## config.mk

```make
export PLATFORM = sky130hd
export DESIGN_NAME = ppp_parallel_port
export DESIGN_NICKNAME = d
export VERILOG_FILES = /design/src/hdl/ppp_pkg.sv /design/src/hdl/ppp_parallel_port.sv
export SDC_FILE = /design/constraint.sdc
export NUM_CORES = 1
export LEC_CHECK = 0
export BUFFER_PORTS_ARGS = -buffer_cell sky130_fd_sc_hd__buf_2
export CELL_PAD_IN_SITES_DETAIL_PLACEMENT = 1
export CELL_PAD_IN_SITES_GLOBAL_PLACEMENT = 1
export CORE_ASPECT_RATIO = 1.2
export CORE_MARGIN = 8
export CORE_UTILIZATION = 25
export DETAILED_ROUTE_END_ITERATION = 7
export GPL_TIMING_DRIVEN = 0
export PLACE_DENSITY_LB_ADDON = 0.1
export SLEW_MARGIN = 40
export SYNTH_ARGS = -nofsm -noshare
export SYNTH_HDL_FRONTEND = slang
export SYNTH_SLANG_ARGS = --single-unit
```

## constraint.sdc

```tcl
create_clock -name mclk -period 2.9 [get_ports mclk]
set_input_delay 0.145 -clock mclk [delete_from_list [all_inputs] [get_ports mclk]]
set_output_delay 0.145 -clock mclk [all_outputs]
set_load 0.005 [all_outputs]
```

## src/hdl/ppp_pkg.sv

```systemverilog
// Purpose: shared constants and carriers for the parallel printer port
// Assumes: 8-bit i/o bus, 16-bit i/o addresses
// Notes: status and command bit positions follow the port byte layout
package ppp_pkg;
  localparam logic [15:0] OUTPUT_BYTE_PORT_ADDR = 16'h0378;
  localparam logic [15:0] LINE_CONDITION_PORT_ADDR = 16'h0379;
  localparam logic [15:0] LINE_COMMAND_PORT_ADDR = 16'h037A;
  localparam logic [7:0] OUTPUT_BYTE_RESET = 8'h00;
  localparam logic [4:0] LINE_COMMAND_RESET = 5'h00;
  localparam logic [7:0] UNMAPPED_READ = 8'hFF;
  // command bits
  localparam int CMD_STROBE_BIT = 0;
  localparam int CMD_AUTO_BIT = 1;
  localparam int CMD_INIT_BIT = 2;
  localparam int CMD_SELECT_BIT = 3;
  localparam int CMD_IRQEN_BIT = 4;
  // least strobe width
  localparam int CLOCK_HZ = 20000000;
  localparam int STROBE_MIN_NS = 500;
  localparam int STROBE_MIN_CYCLES = (STROBE_MIN_NS * (CLOCK_HZ / 1000000) + 999) / 1000;

  typedef struct packed {
    logic busy;
    logic receiptPulse_n;
    logic noMedia;
    logic selected;
    logic fault_n;
  } ppp_status_t;

  typedef struct packed {
    logic strobe_n;
    logic autoFeed_n;
    logic init_n;
    logic selectIn_n;
  } ppp_control_t;
endpackage : ppp_pkg

```

## src/hdl/ppp_parallel_port.sv

```systemverilog
// Purpose: parallel printer port reached through three i/o ports
// Assumes: i/o strobes synchronous to mclk, one cycle each
// Notes: read data is registered and valid the cycle after ioRd
`timescale 1ns/100ps

// What this block does
// - eight data, four control, five status lines
// - write data, read data, read status
// - drive active-low auto line feed
// - drive active-low initialise output
// - drive active-low select-input output
// - data writes taken even while busy active
// - device pulses receipt, then ready again
// - data port write takes bus byte
// - captured byte appears on data lines
// - status read returns live status lines
// - status bits 0 to 2 unused
// - command bit 0 drives strobe
module ppp_parallel_port (
  input wire logic mclk,
  input wire logic reset,
  input wire logic [15:0] ioAddr,
  input wire logic ioWr,
  input wire logic ioRd,
  input wire logic [7:0] ioWrData,
  output logic [7:0] ioRdData,
  output logic [7:0] lineDataOut,
  output logic lineDataOe,
  input wire logic [7:0] lineDataIn,
  output ppp_pkg::ppp_control_t lineCtrl,
  input wire ppp_pkg::ppp_status_t lineStatus
);
  import ppp_pkg::*;

  logic [7:0] outputByte_reg;
  logic [4:0] lineCommand_reg;
  logic [7:0] ioRdData_reg;
  logic [7:0] ioRdData_next;
  logic [7:0] dataSync1_reg;
  logic [7:0] dataSync2_reg;
  logic [7:0] dataSync3_reg;
  logic [7:0] dataStable_reg;
  logic [4:0] statSync1_reg;
  logic [4:0] statSync2_reg;
  logic [4:0] statSync3_reg;
  logic [4:0] statStable_reg;
  logic selData;
  logic selStat;
  logic selCmd;
  logic selNone;

  assign selData = (ioAddr == OUTPUT_BYTE_PORT_ADDR);
  assign selStat = (ioAddr == LINE_CONDITION_PORT_ADDR);
  assign selCmd = (ioAddr == LINE_COMMAND_PORT_ADDR);
  // unmapped addresses read as all ones and ignore writes
  assign selNone = !selData && !selStat && !selCmd;

  // data latch
  always_ff @(posedge mclk or posedge reset)
  begin
    if (reset)
      outputByte_reg <= OUTPUT_BYTE_RESET;
    else if (ioWr && selData)
      outputByte_reg <= ioWrData;
  end

  // command latch; strobe width is left to software timing
  always_ff @(posedge mclk or posedge reset)
  begin
    if (reset)
      lineCommand_reg <= LINE_COMMAND_RESET;
    else if (ioWr && selCmd)
      lineCommand_reg <= ioWrData[4:0];
  end

  // outputs: command bits are active high, lines active low
  always_ff @(posedge mclk or posedge reset)
  begin
    if (reset)
    begin
      lineDataOut <= OUTPUT_BYTE_RESET;
      lineDataOe <= 1'b1;
      lineCtrl <= '{1'b1, 1'b1, 1'b1, 1'b1};
    end
    else
    begin
      lineDataOut <= (ioWr && selData) ? ioWrData : outputByte_reg;
      lineDataOe <= 1'b1;
      lineCtrl.strobe_n <= ~((ioWr && selCmd) ? ioWrData[CMD_STROBE_BIT]
                                              : lineCommand_reg[CMD_STROBE_BIT]);
      lineCtrl.autoFeed_n <= ~((ioWr && selCmd) ? ioWrData[CMD_AUTO_BIT]
                                                : lineCommand_reg[CMD_AUTO_BIT]);
      lineCtrl.init_n <= ~((ioWr && selCmd) ? ioWrData[CMD_INIT_BIT]
                                            : lineCommand_reg[CMD_INIT_BIT]);
      lineCtrl.selectIn_n <= ~((ioWr && selCmd) ? ioWrData[CMD_SELECT_BIT]
                                                : lineCommand_reg[CMD_SELECT_BIT]);
    end
  end

  // pin inputs: three flops, change accepted when second and third agree
  always_ff @(posedge mclk or posedge reset)
  begin
    if (reset)
    begin
      dataSync1_reg <= 8'h00;
      dataSync2_reg <= 8'h00;
      dataSync3_reg <= 8'h00;
      dataStable_reg <= 8'h00;
    end
    else
    begin
      dataSync1_reg <= lineDataIn;
      dataSync2_reg <= dataSync1_reg;
      dataSync3_reg <= dataSync2_reg;
      for (int i = 0; i < 8; i++)
        if (dataSync2_reg[i] == dataSync3_reg[i])
          dataStable_reg[i] <= dataSync3_reg[i];
    end
  end

  always_ff @(posedge mclk or posedge reset)
  begin
    if (reset)
    begin
      statSync1_reg <= 5'h00;
      statSync2_reg <= 5'h00;
      statSync3_reg <= 5'h00;
      statStable_reg <= 5'h00;
    end
    else
    begin
      statSync1_reg <= lineStatus;
      statSync2_reg <= statSync1_reg;
      statSync3_reg <= statSync2_reg;
      for (int i = 0; i < 5; i++)
        if (statSync2_reg[i] == statSync3_reg[i])
          statStable_reg[i] <= statSync3_reg[i];
    end
  end

  // read mux; data port reads back the pins, so a loopback shows the latch
  always_comb
  begin
    ioRdData_next = ioRdData_reg;
    if (ioRd)
    begin
      if (selData)
        ioRdData_next = dataStable_reg;
      else if (selStat)
        ioRdData_next = {statStable_reg, 3'b000};
      else if (selCmd)
        ioRdData_next = {3'b000, lineCommand_reg};
      else
        ioRdData_next = UNMAPPED_READ;
    end
  end

  always_ff @(posedge mclk or posedge reset)
  begin
    if (reset)
      ioRdData_reg <= 8'h00;
    else
      ioRdData_reg <= ioRdData_next;
  end

  assign ioRdData = ioRdData_reg;
endmodule : ppp_parallel_port

```

==> results of run 1 <==
-- where the power goes --
part | internal, mW | switching, mW
logic | 0.0611 | 0.0532
registers | 1.12 | 0.0197
clock network | 0.863 | 0.407
total | 2.04 | 0.480
-- worst reg2reg max path, delay by kind of cell, from the launching register on --
family / cells / cell delay (ns)
AOI/OAI and AO/OA: 2 / 0.22
DFF: 1 / 0.38
muxes: 1 / 0.27
-- layout make-up --
type                       count  share of cell area [%]
multi-input combinational     73                    16.8
inverter                       1                   0.245
tap                          126                    4.41
timing repair buffer          78                    14.1
buffer                         6                   0.979
clock inverter                 4                    2.66
sequential                    77                    54.0
clock buffer                  12                    6.89
-- stage by stage --
step / setup TNS, ns / instances / setup WS (ns) / instance area (um^2)
after floorplan: 0 / 157 / 0.795 / 2570
after global placement: -22.21 / 342 / -0.312 / 3020
after detailed placement: 0 / 343 / 0.930 / 3060
after CTS: 0 / 377 / 1.28 / 3580
after global routing: 0 / 377 / 1.19 / 3580
final: 0 / 377 / 1.27 / 3580
-- worst paths after layout --
kind	from	end	slack (ns)	cells after the start
max	ioAddr[11]	lineCommand_reg[0]	1.27	6
min	ioWrData[6]	lineDataOut[6]	0.05	2
max reg2reg	statStable_reg[0]	ioRdData[3]	1.92	3
min reg2reg	dataSync1_reg[2]	dataSync2_reg[2]	0.35	0
max in group asynchronous	reset	lineCtrl[1]	2.00	4
min in group asynchronous	reset	statStable_reg[0]	0.30	3
-- layout by cell type, fill, tap and decap left out, drive strengths merged --
master | synthesis | layout
dfrtp | 73 | 73
buf | 3 | 63
dlygate4sd3 | 0 | 18
mux2 | 15 | 15
clkbuf | 3 | 15
maj3 | 13 | 13
nor2 | 9 | 9
nand2 | 7 | 7
o21ai | 6 | 6
a31oi | 6 | 6
mux2i | 4 | 4
dfstp | 4 | 4
bufinv | 0 | 3
o22ai | 2 | 2
a21oi | 2 | 2
or4bb | 2 | 2
or4 | 1 | 1
nor4 | 1 | 1
and2 | 1 | 1
nand2b | 1 | 1
nand3 | 1 | 1
nand4b | 1 | 1
inv | 1 | 1
conb | 1 | 1
clkinv | 0 | 1
-- what timing repair did --
item                                   CTS  global route
endpoints found under the hold margin   37             0
gates resized for setup                  0             0
hold buffers                            18             0
-- routing by layer --
metal,vias up,global-route usage (%)
met1,770,10.2
met5,-,0
met4,2,5.57
met3,11,4.33
li1,722,-
met2,48,12.3
-- kinds of logic (layout without fill, tap and decap cells) --
| kind of cell | Yosys count | in the layout | share of synthesized area [%] |
|---|---|---|---|
| AO/OA/AOI/OAI | 16 | 16 | 3.51 |
| buffers and inverters | 7 | 101 | 1.51 |
| AND/OR/NAND/NOR | 24 | 24 | 5.75 |
| multiplexers | 19 | 19 | 8.86 |
| flip-flops | 77 | 77 | 75.2 |
| other | 1 | 1 | 0.146 |
| adder cells (fa/ha/maj) | 13 | 13 | 5.06 |
==> flow_summary.yaml, run 1 <==
status:
  status: "completed"
clocking:
  clockBufferDepth: 2
  htree_levels: 3
  tritoncts: "built"
  numCtsBuffers: 9
  clkSinkCount: 77
  postCtsSetupBuffers: 0
  path_clk_slew_ns: 0.06
  cts.root.buffer_cell: "clkbuf_16"
  insertion_delay_ns: 0.33
final_layout:
  post-route-util_pct: 35.7
  n_antenna_cell: 0
  fill_cells: 1057
  register_area_um2: 1930
  nNetsFinal: 287
  syn_to_final_growth_pct: 39.2
  drive_gt1_share_pct: 40.2
  multi_input_area_um2: 599
yosys:
  ys.flop_type: "dfrtp_1"
  syn_area_per_cell_um2: 16.4
  syn_area_um2: 2570
  synth_cell_types: 26
  yosys_register_bits: 77
  synth-async-reset-ratio_pct: 100
  yosys.area.top_type: "dfrtp_1"
  synth_cells: 157
  netlist_top_cells_count: "73 x dfrtp_1, 13 x maj3_1, 10 x mux2_2"
  ys_seq_area_share_pct: 75.2
  yosysTopAreaCellShare_pct: 71.1
  synth-edff-count: 0
  ys_warn_count: 0
  synth_fp_nets: 198
  synth_area_leaders: "dfrtp_1 71%, maj3_1 5.1%, mux2_2 4.4%"
  yosys.cell_count.top_type: "dfrtp_1"
detailed_routing:
  dr_wl_met3_um: 509
  wl_per_cell_um: 14.3
  met2WireLength_mm: 2.43
  wirelength_mm: 5.40
  vias: 1553
  drtIter0Drc: 25
  firstDrtPassIters: 2
  m1WireLength_mm: 2.32
  drc_errors: 0
  ant_nets: 0
  viasPerCell: 4.12
  highest_layer: "met5"
floorplanning:
  start_util_pct: 25.7
  core-area_um2: 10000
  fp.dieW_um: 109
  ios: 62
  placement_rows: 40
  dieArea_um2: 13800
  die_h_um: 127
timing:
  max_freq_mhz: 612
  rsz0062_at_grt: "false"
  finalHoldViolations: 0
  worstMarginPinSlew_ns: 0.564
  maxSlewViolCount: 0
  fin_crit_ns: 1.63
  slew_headroom_pct: 62.2
  finalSetupViolations: 0
  fin_skew_ns: 0.00401
  holdWs_ns: 0.0484
  finalCritPeriodShare_pct: 56.3
grt:
  antenna_found_initial: 1
  track_usage_pct: 8.70
  overflow: 0
  grt_max_degree: 58
  grt_pass1_vias: 1751
  grt_pass1_wl_mm: 9.06
placed_design:
  io_buffers: 59
  gp_congestion: 0.686
  dp_hpwl_mm: 3.75
critical_path:
  path_class: "primary input to flop"
  path_delay_family: "simple AND/OR/NAND/NOR gates"
  worstPathMaxFanout: 9
  cp_data_arrival_time_ns: 1.85
  slowest_delay_ns: 0.58
  path_cells: "buf_2, or4_1, nor4_4, nand4b_1, buf_6, mux2_4"
  worst_path_max_delay_cell: "or4_1"
  cp-end-kind: "flop"
  critPathBufInv: 2
  start_kind: "primary input"
  critPathRequiredTime_ns: 3.11
power:
  p_per_area_nw_per_um2: 706
  p_leak_nw: 1.65
  total_power_mw: 2.53
  irDropWorstVdd_v: 0.000305
flow_run:
  maxCapViolCount: 0
hold_path:
  hold_path.class: "primary input to flop"
Power figures use the tool's default switching activity.
==> inputs of run 2 (changes only) <==
==> constraint.sdc (replaced) <==
create_clock -name mclk -period 1.4 [get_ports mclk]
set_input_delay 0.07 -clock mclk [delete_from_list [all_inputs] [get_ports mclk]]
set_output_delay 0.07 -clock mclk [all_outputs]
set_load 0.005 [all_outputs]
==> run 2 against run 1 <==
The run now ends with negative setup slack left. Count of clock-buffer cells in the layout shrank 2. Non-clock buffer count grew 11. Clock skew grew 0.00075 ns. Global-route usage grew 0.21 points. Register-to-register slack lost 1.5 ns. Cell area grew 3.8%. Core utilization grew 1.4 points. Largest power group unchanged.
==> flow_summary.yaml, run 2 (synthesis results as in run 1) <==
grt:
  grt_pass1_vias: 1857
  grt_max_degree: 23
  track_usage_pct: 8.91
  antenna_found_initial: 1
  grt_pass1_wl_mm: 9.43
  overflow: 0
power:
  swShare_pct: 19.9
  intPower_mw: 4.06
  p_leak_nw: 1.70
  switching_power_mw: 1.01
  p_clk_share_pct: 48.2
  p_comb_share_pct: 5.2
  irDropWorstVdd_v: 0.000472
  p_per_area_nw_per_um2: 1370
  p_seq_share_pct: 46.6
placed_design:
  place_ws_ns: -0.470
  dp_hpwl_mm: 4.02
  io_buffers: 59
  gp_congestion: 0.614
clocking:
  clockBufferDepth: 2
  path_clk_slew_ns: 0.06
  numCtsBuffers: 9
  tritoncts: "built"
  cts.root.buffer_cell: "clkbuf_16"
  htree_levels: 3
  clkSinkCount: 77
  insertion_delay_ns: 0.33
timing:
  finalCritPeriodShare_pct: 104
  slew_headroom_pct: 57.1
  finalSetupViolations: 13
  holdWs_ns: 0.186
  finalHoldViolations: 0
  fin_skew_ns: 0.00476
  maxSlewViolCount: 0
  worstMarginPinSlew_ns: 0.641
  setup_ws_ns: -0.0629
  fin_crit_ns: 1.46
  max_freq_mhz: 684
  rsz0062_at_grt: "true"
final_layout:
  nNetsFinal: 298
  fill_cells: 1054
  post-route-util_pct: 37.1
  drive_gt1_share_pct: 41.9
  final_common_cell: "dfrtp_1"
  syn_to_final_growth_pct: 44.5
  final_cell_mix: "73 x dfrtp_1, 58 x buf_2, 22 x dlygate4sd3_1"
detailed_routing:
  drtIter0Drc: 45
  drc_errors: 0
  wirelength_mm: 5.55
  vias: 1574
  wl_per_cell_um: 14.4
  highest_layer: "met4"
  dr_wl_met3_um: 349
  firstDrtPassIters: 4
  ant_nets: 0
  viasPerCell: 4.07
  m1WireLength_mm: 2.41
  met2WireLength_mm: 2.69
hold_path:
  hold_depth: 4
  hold_path.class: "primary input to flop"
status:
  status: "finished, violations left"
  violations: "negative setup slack"
critical_path:
  slowest_delay_ns: 0.54
  start_kind: "primary input"
  critPathBufInv: 2
  path_cells: "buf_6, or4bb_4, nor4_4, buf_4, nand3_4, mux2_2"
  worstPathMaxFanout: 8
  cp-end-kind: "flop"
  cp_data_arrival_time_ns: 1.67
  worst_path_max_delay_cell: "or4bb_4"
  critPathRequiredTime_ns: 1.61
  r2r_slack_ns: 0.38
  path_delay_family: "simple AND/OR/NAND/NOR gates"
  reg2reg_depth: 3
  worstSetupPathDepth: 6
  path_class: "primary input to flop"
floorplanning:
  dieArea_um2: 13800
  start_util_pct: 25.7
  die_h_um: 127
  fp.dieW_um: 109
  placement_rows: 40
  core-area_um2: 10000
  ios: 62
flow_run:
  maxCapViolCount: 0
[run 2: timing repair]
action / in CTS / in global routing
gates resized for setup: 2 / 4
pin swaps: 1 / 0
endpoints found under the setup margin: 13 / 20
buffers inserted: 6 / 0
hold buffers: 22 / 0
endpoints found under the hold margin: 42 / 0
cloned: 0 / 0
[run 2: worst paths after layout]
| check | endpoint | from |
|---|---|---|
| max | lineDataOut[6] | ioAddr[15] |
| max in group asynchronous | lineCtrl[3] | reset |
| min reg2reg | dataSync2_reg[2] | dataSync1_reg[2] |
| max reg2reg | ioRdData[3] | statStable_reg[0] |
| min in group asynchronous | dataSync3_reg[4] | reset |
| min | ioRdData[6] | ioAddr[0] |
[run 2: worst min-delay path, stage by stage]
cell and delay [ns]:
buf_2 0.09, nor2_1 0.14, nand2_1 0.11, a31oi_1 0.07
[run 2: final cells by class]
cell class                      instances  area [um^2]  share of cell area, %
Antenna cell                            1         2.50                 0.0674
Inverter                                1         7.51                  0.202
Clock buffer                           10          239                   6.43
Sequential cell                        77         1930                   52.0
Timing Repair Buffer                   90          661                   17.8
Buffer                                  5         30.0                  0.808
Clock inverter                          4         73.8                   1.99
Tap cell                              126          158                   4.24
Multi-Input combinational cell         73          612                   16.5
[run 2: metrics by stage]
| step | total power, mW | instance area (um^2) | TNS (ns) | std cells |
|---|---|---|---|---|
| 2_1_floorplan | 2.50 | 2580 | -2.46 | 157 |
| 3_3_place_gp | 2.60 | 3030 | -20.22 | 342 |
| 3_5_place_dp | 2.63 | 3120 | -8.62 | 345 |
| 4_1_cts | 5.17 | 3710 | -0.660 | 387 |
| 5_1_grt | 5.27 | 3710 | -1.34 | 386 |
| 6_report | 5.07 | 3710 | -0.607 | 387 |
[run 2: routing by layer]
layer  vias to the layer above  GRT usage (%)
li1                        742              -
met1                       788           10.5
met2                        37           13.7
met3                         7           2.72
met4                         0           5.81
met5                         -              0
[run 2: power by group through the flow]
stage	clock, mW	combinational (mW)	sequential (mW)
after global placement	0	0.191	2.40
final	2.44	0.265	2.36
after global routing	2.60	0.299	2.38
after detailed placement	0	0.225	2.41
after CTS	2.53	0.275	2.37
after floorplan	0	0.107	2.39
==> inputs of run 3 (changes only) <==
--- a/config.mk
+++ b/config.mk
@@ -12,8 +12,7 @@
 export CORE_MARGIN = 8
 export CORE_UTILIZATION = 25
 export DETAILED_ROUTE_END_ITERATION = 7
-export GPL_TIMING_DRIVEN = 0
-export PLACE_DENSITY_LB_ADDON = 0.1
+export PLACE_DENSITY = 0.54
 export SLEW_MARGIN = 40
 export SYNTH_ARGS = -nofsm -noshare
 export SYNTH_HDL_FRONTEND = slang
==> run 3 against run 2 <==
The flow still finishes with violations (negative setup slack). Sequential power about the same. Power decreased by 6.5%. Global-route usage down 0.17 points. Sequential cell count unchanged. Cell area decreased by 3.3%. Wire length barely moved. Combinational power shrank 6%. Critical path depth unchanged. Critical endpoint is now lineCommand_reg[4]. Largest cell class unchanged. Largest power group is now sequential cells. Highest routed layer unchanged.
==> flow_summary.yaml, run 3 (synthesis results as in run 1) <==
status:
  status: "finished, violations left"
  violations: "negative setup slack"
floorplanning:
  dieArea_um2: 13800
  ios: 62
  fp.dieW_um: 109
  placement_rows: 40
  start_util_pct: 25.7
  core-area_um2: 10000
  die_h_um: 127
timing:
  finalHoldViolations: 0
  maxSlewViolCount: 0
  finalSetupViolations: 13
  fin_skew_ns: 0.00954
  fin_crit_ns: 1.44
  setup_ws_ns: -0.0446
  finalCritPeriodShare_pct: 103
  max_freq_mhz: 692
  rsz0062_at_grt: "true"
  final.setup.tns_ns: -0.354
power:
  p_leak_nw: 1.66
  p_comb_share_pct: 5.3
  intPower_mw: 3.70
  p_per_area_nw_per_um2: 1320
  swShare_pct: 21.9
  switching_power_mw: 1.04
  p_clk_share_pct: 44.9
  irDropWorstVdd_v: 0.000525
  p_seq_share_pct: 49.9
clocking:
  tritoncts: "built"
  htree_levels: 3
  numCtsBuffers: 9
  path_clk_slew_ns: 0.06
  insertion_delay_ns: 0.33
  clockBufferDepth: 2
  cts.root.buffer_cell: "clkbuf_16"
  clkSinkCount: 77
detailed_routing:
  highest_layer: "met4"
  drtIter0Drc: 28
  wl_per_cell_um: 14.5
  viasPerCell: 4.08
  drc_errors: 0
  vias: 1562
  met2WireLength_mm: 2.74
  m1WireLength_mm: 2.26
  dr_wl_met3_um: 430
  firstDrtPassIters: 4
  wirelength_mm: 5.56
  ant_nets: 0
grt:
  track_usage_pct: 8.74
  overflow: 0
  grt_pass1_vias: 1746
  grt_pass1_wl_mm: 9.17
  grt_max_degree: 40
  antenna_found_initial: 0
final_layout:
  drive_gt1_share_pct: 42.8
  post-route-util_pct: 35.9
  final_cell_mix: "73 x dfrtp_1, 59 x buf_2, 22 x dlygate4sd3_1"
  n_antenna_cell: 0
  nNetsFinal: 293
  syn_to_final_growth_pct: 39.7
  final_common_cell: "dfrtp_1"
critical_path:
  cp_data_arrival_time_ns: 1.66
  reg2reg_from: "dataStable_reg[4]"
  worstPathMaxFanout: 8
  critPathRequiredTime_ns: 1.61
  start_kind: "primary input"
  cp-end-kind: "flop"
  path_class: "primary input to flop"
  critPathLaunch: "ioAddr[14]"
flow_run:
  maxCapViolCount: 0
placed_design:
  io_buffers: 60
  gp_congestion: 0.704
  dp_hpwl_mm: 3.93
hold_path:
  hold_path.class: "primary input to flop"
  hp-start: "ioRd"
run 3: cell count changes in the layout (fill, tap and decap cells not counted), sizes merged:
cell    previous run  this run
inv                0         1
diode              1         0
buf               70        68
clkbuf            13        10
bufinv             2         0
clkinv             2         5
run 3: worst max-delay path, stage by stage:
cell      delay, ns
buf_6          0.09
or4bb_4        0.54
nor4_4         0.34
nand4b_1       0.15
buf_6          0.17
mux2_4         0.30
run 3: stage by stage:
step / power (mW) / hold WS (ns) / area (um^2) / std cells / setup WS [ns]
3_3_place_gp: 2.60 / 0.0852 / 3070 / 344 / -0.438
4_1_cts: 4.84 / 0.0871 / 3590 / 383 / -0.0398
6_report: 4.74 / 0.0875 / 3590 / 383 / -0.0446
2_1_floorplan: 2.50 / 0.101 / 2580 / 157 / -0.231
3_5_place_dp: 2.61 / 0.0927 / 3070 / 344 / -0.485
5_1_grt: 4.96 / 0.131 / 3590 / 383 / -0.0741
run 3: repair_timing:
action,in CTS,in global routing
pin swaps,3,0
buffers inserted,1,0
hold endpoints to repair,41,0
hold buffers,22,0
gates resized for setup,3,1
endpoints found under the setup margin,15,22
run 3: power groups by stage:
stage,Sequential (mW),Combinational [mW],Clock [mW]
CTS,2.37,0.258,2.22
global placement,2.40,0.200,0
detailed placement,2.41,0.207,0
floorplan,2.39,0.107,0
finish,2.36,0.249,2.13
global route,2.38,0.283,2.31
run 3: final timing paths:
| path | endpoint | slack (ns) | cells past startpoint |
|---|---|---|---|
| worst max-delay path | lineCommand_reg[4] | -0.04 | 6 |
| worst min-delay path | ioRdData[2] | 0.09 | 3 |
| worst max register to register | ioRdData[4] | 0.40 | 3 |
| worst min register to register | dataSync2_reg[3] | 0.34 | 0 |
| max in group asynchronous | lineCtrl[3] | 0.55 | 4 |
| min in group asynchronous | statStable_reg[1] | 0.28 | 3 |
run 3: layer usage:
layer	up-vias	global-route usage, %
met3	10	3.52
met2	48	13.3
li1	733	-
met5	-	0
met4	0	4.84
met1	771	10.2
run 3: layout make-up:
cell class | instances | area, um^2
flip-flops and latches | 77 | 1930
clock inverters | 6 | 37.5
clock buffers | 10 | 239
well taps | 126 | 158
fillers | 1057 | 6420
inverters | 1 | 7.51
repair buffers | 90 | 603
multi-input cells | 73 | 614
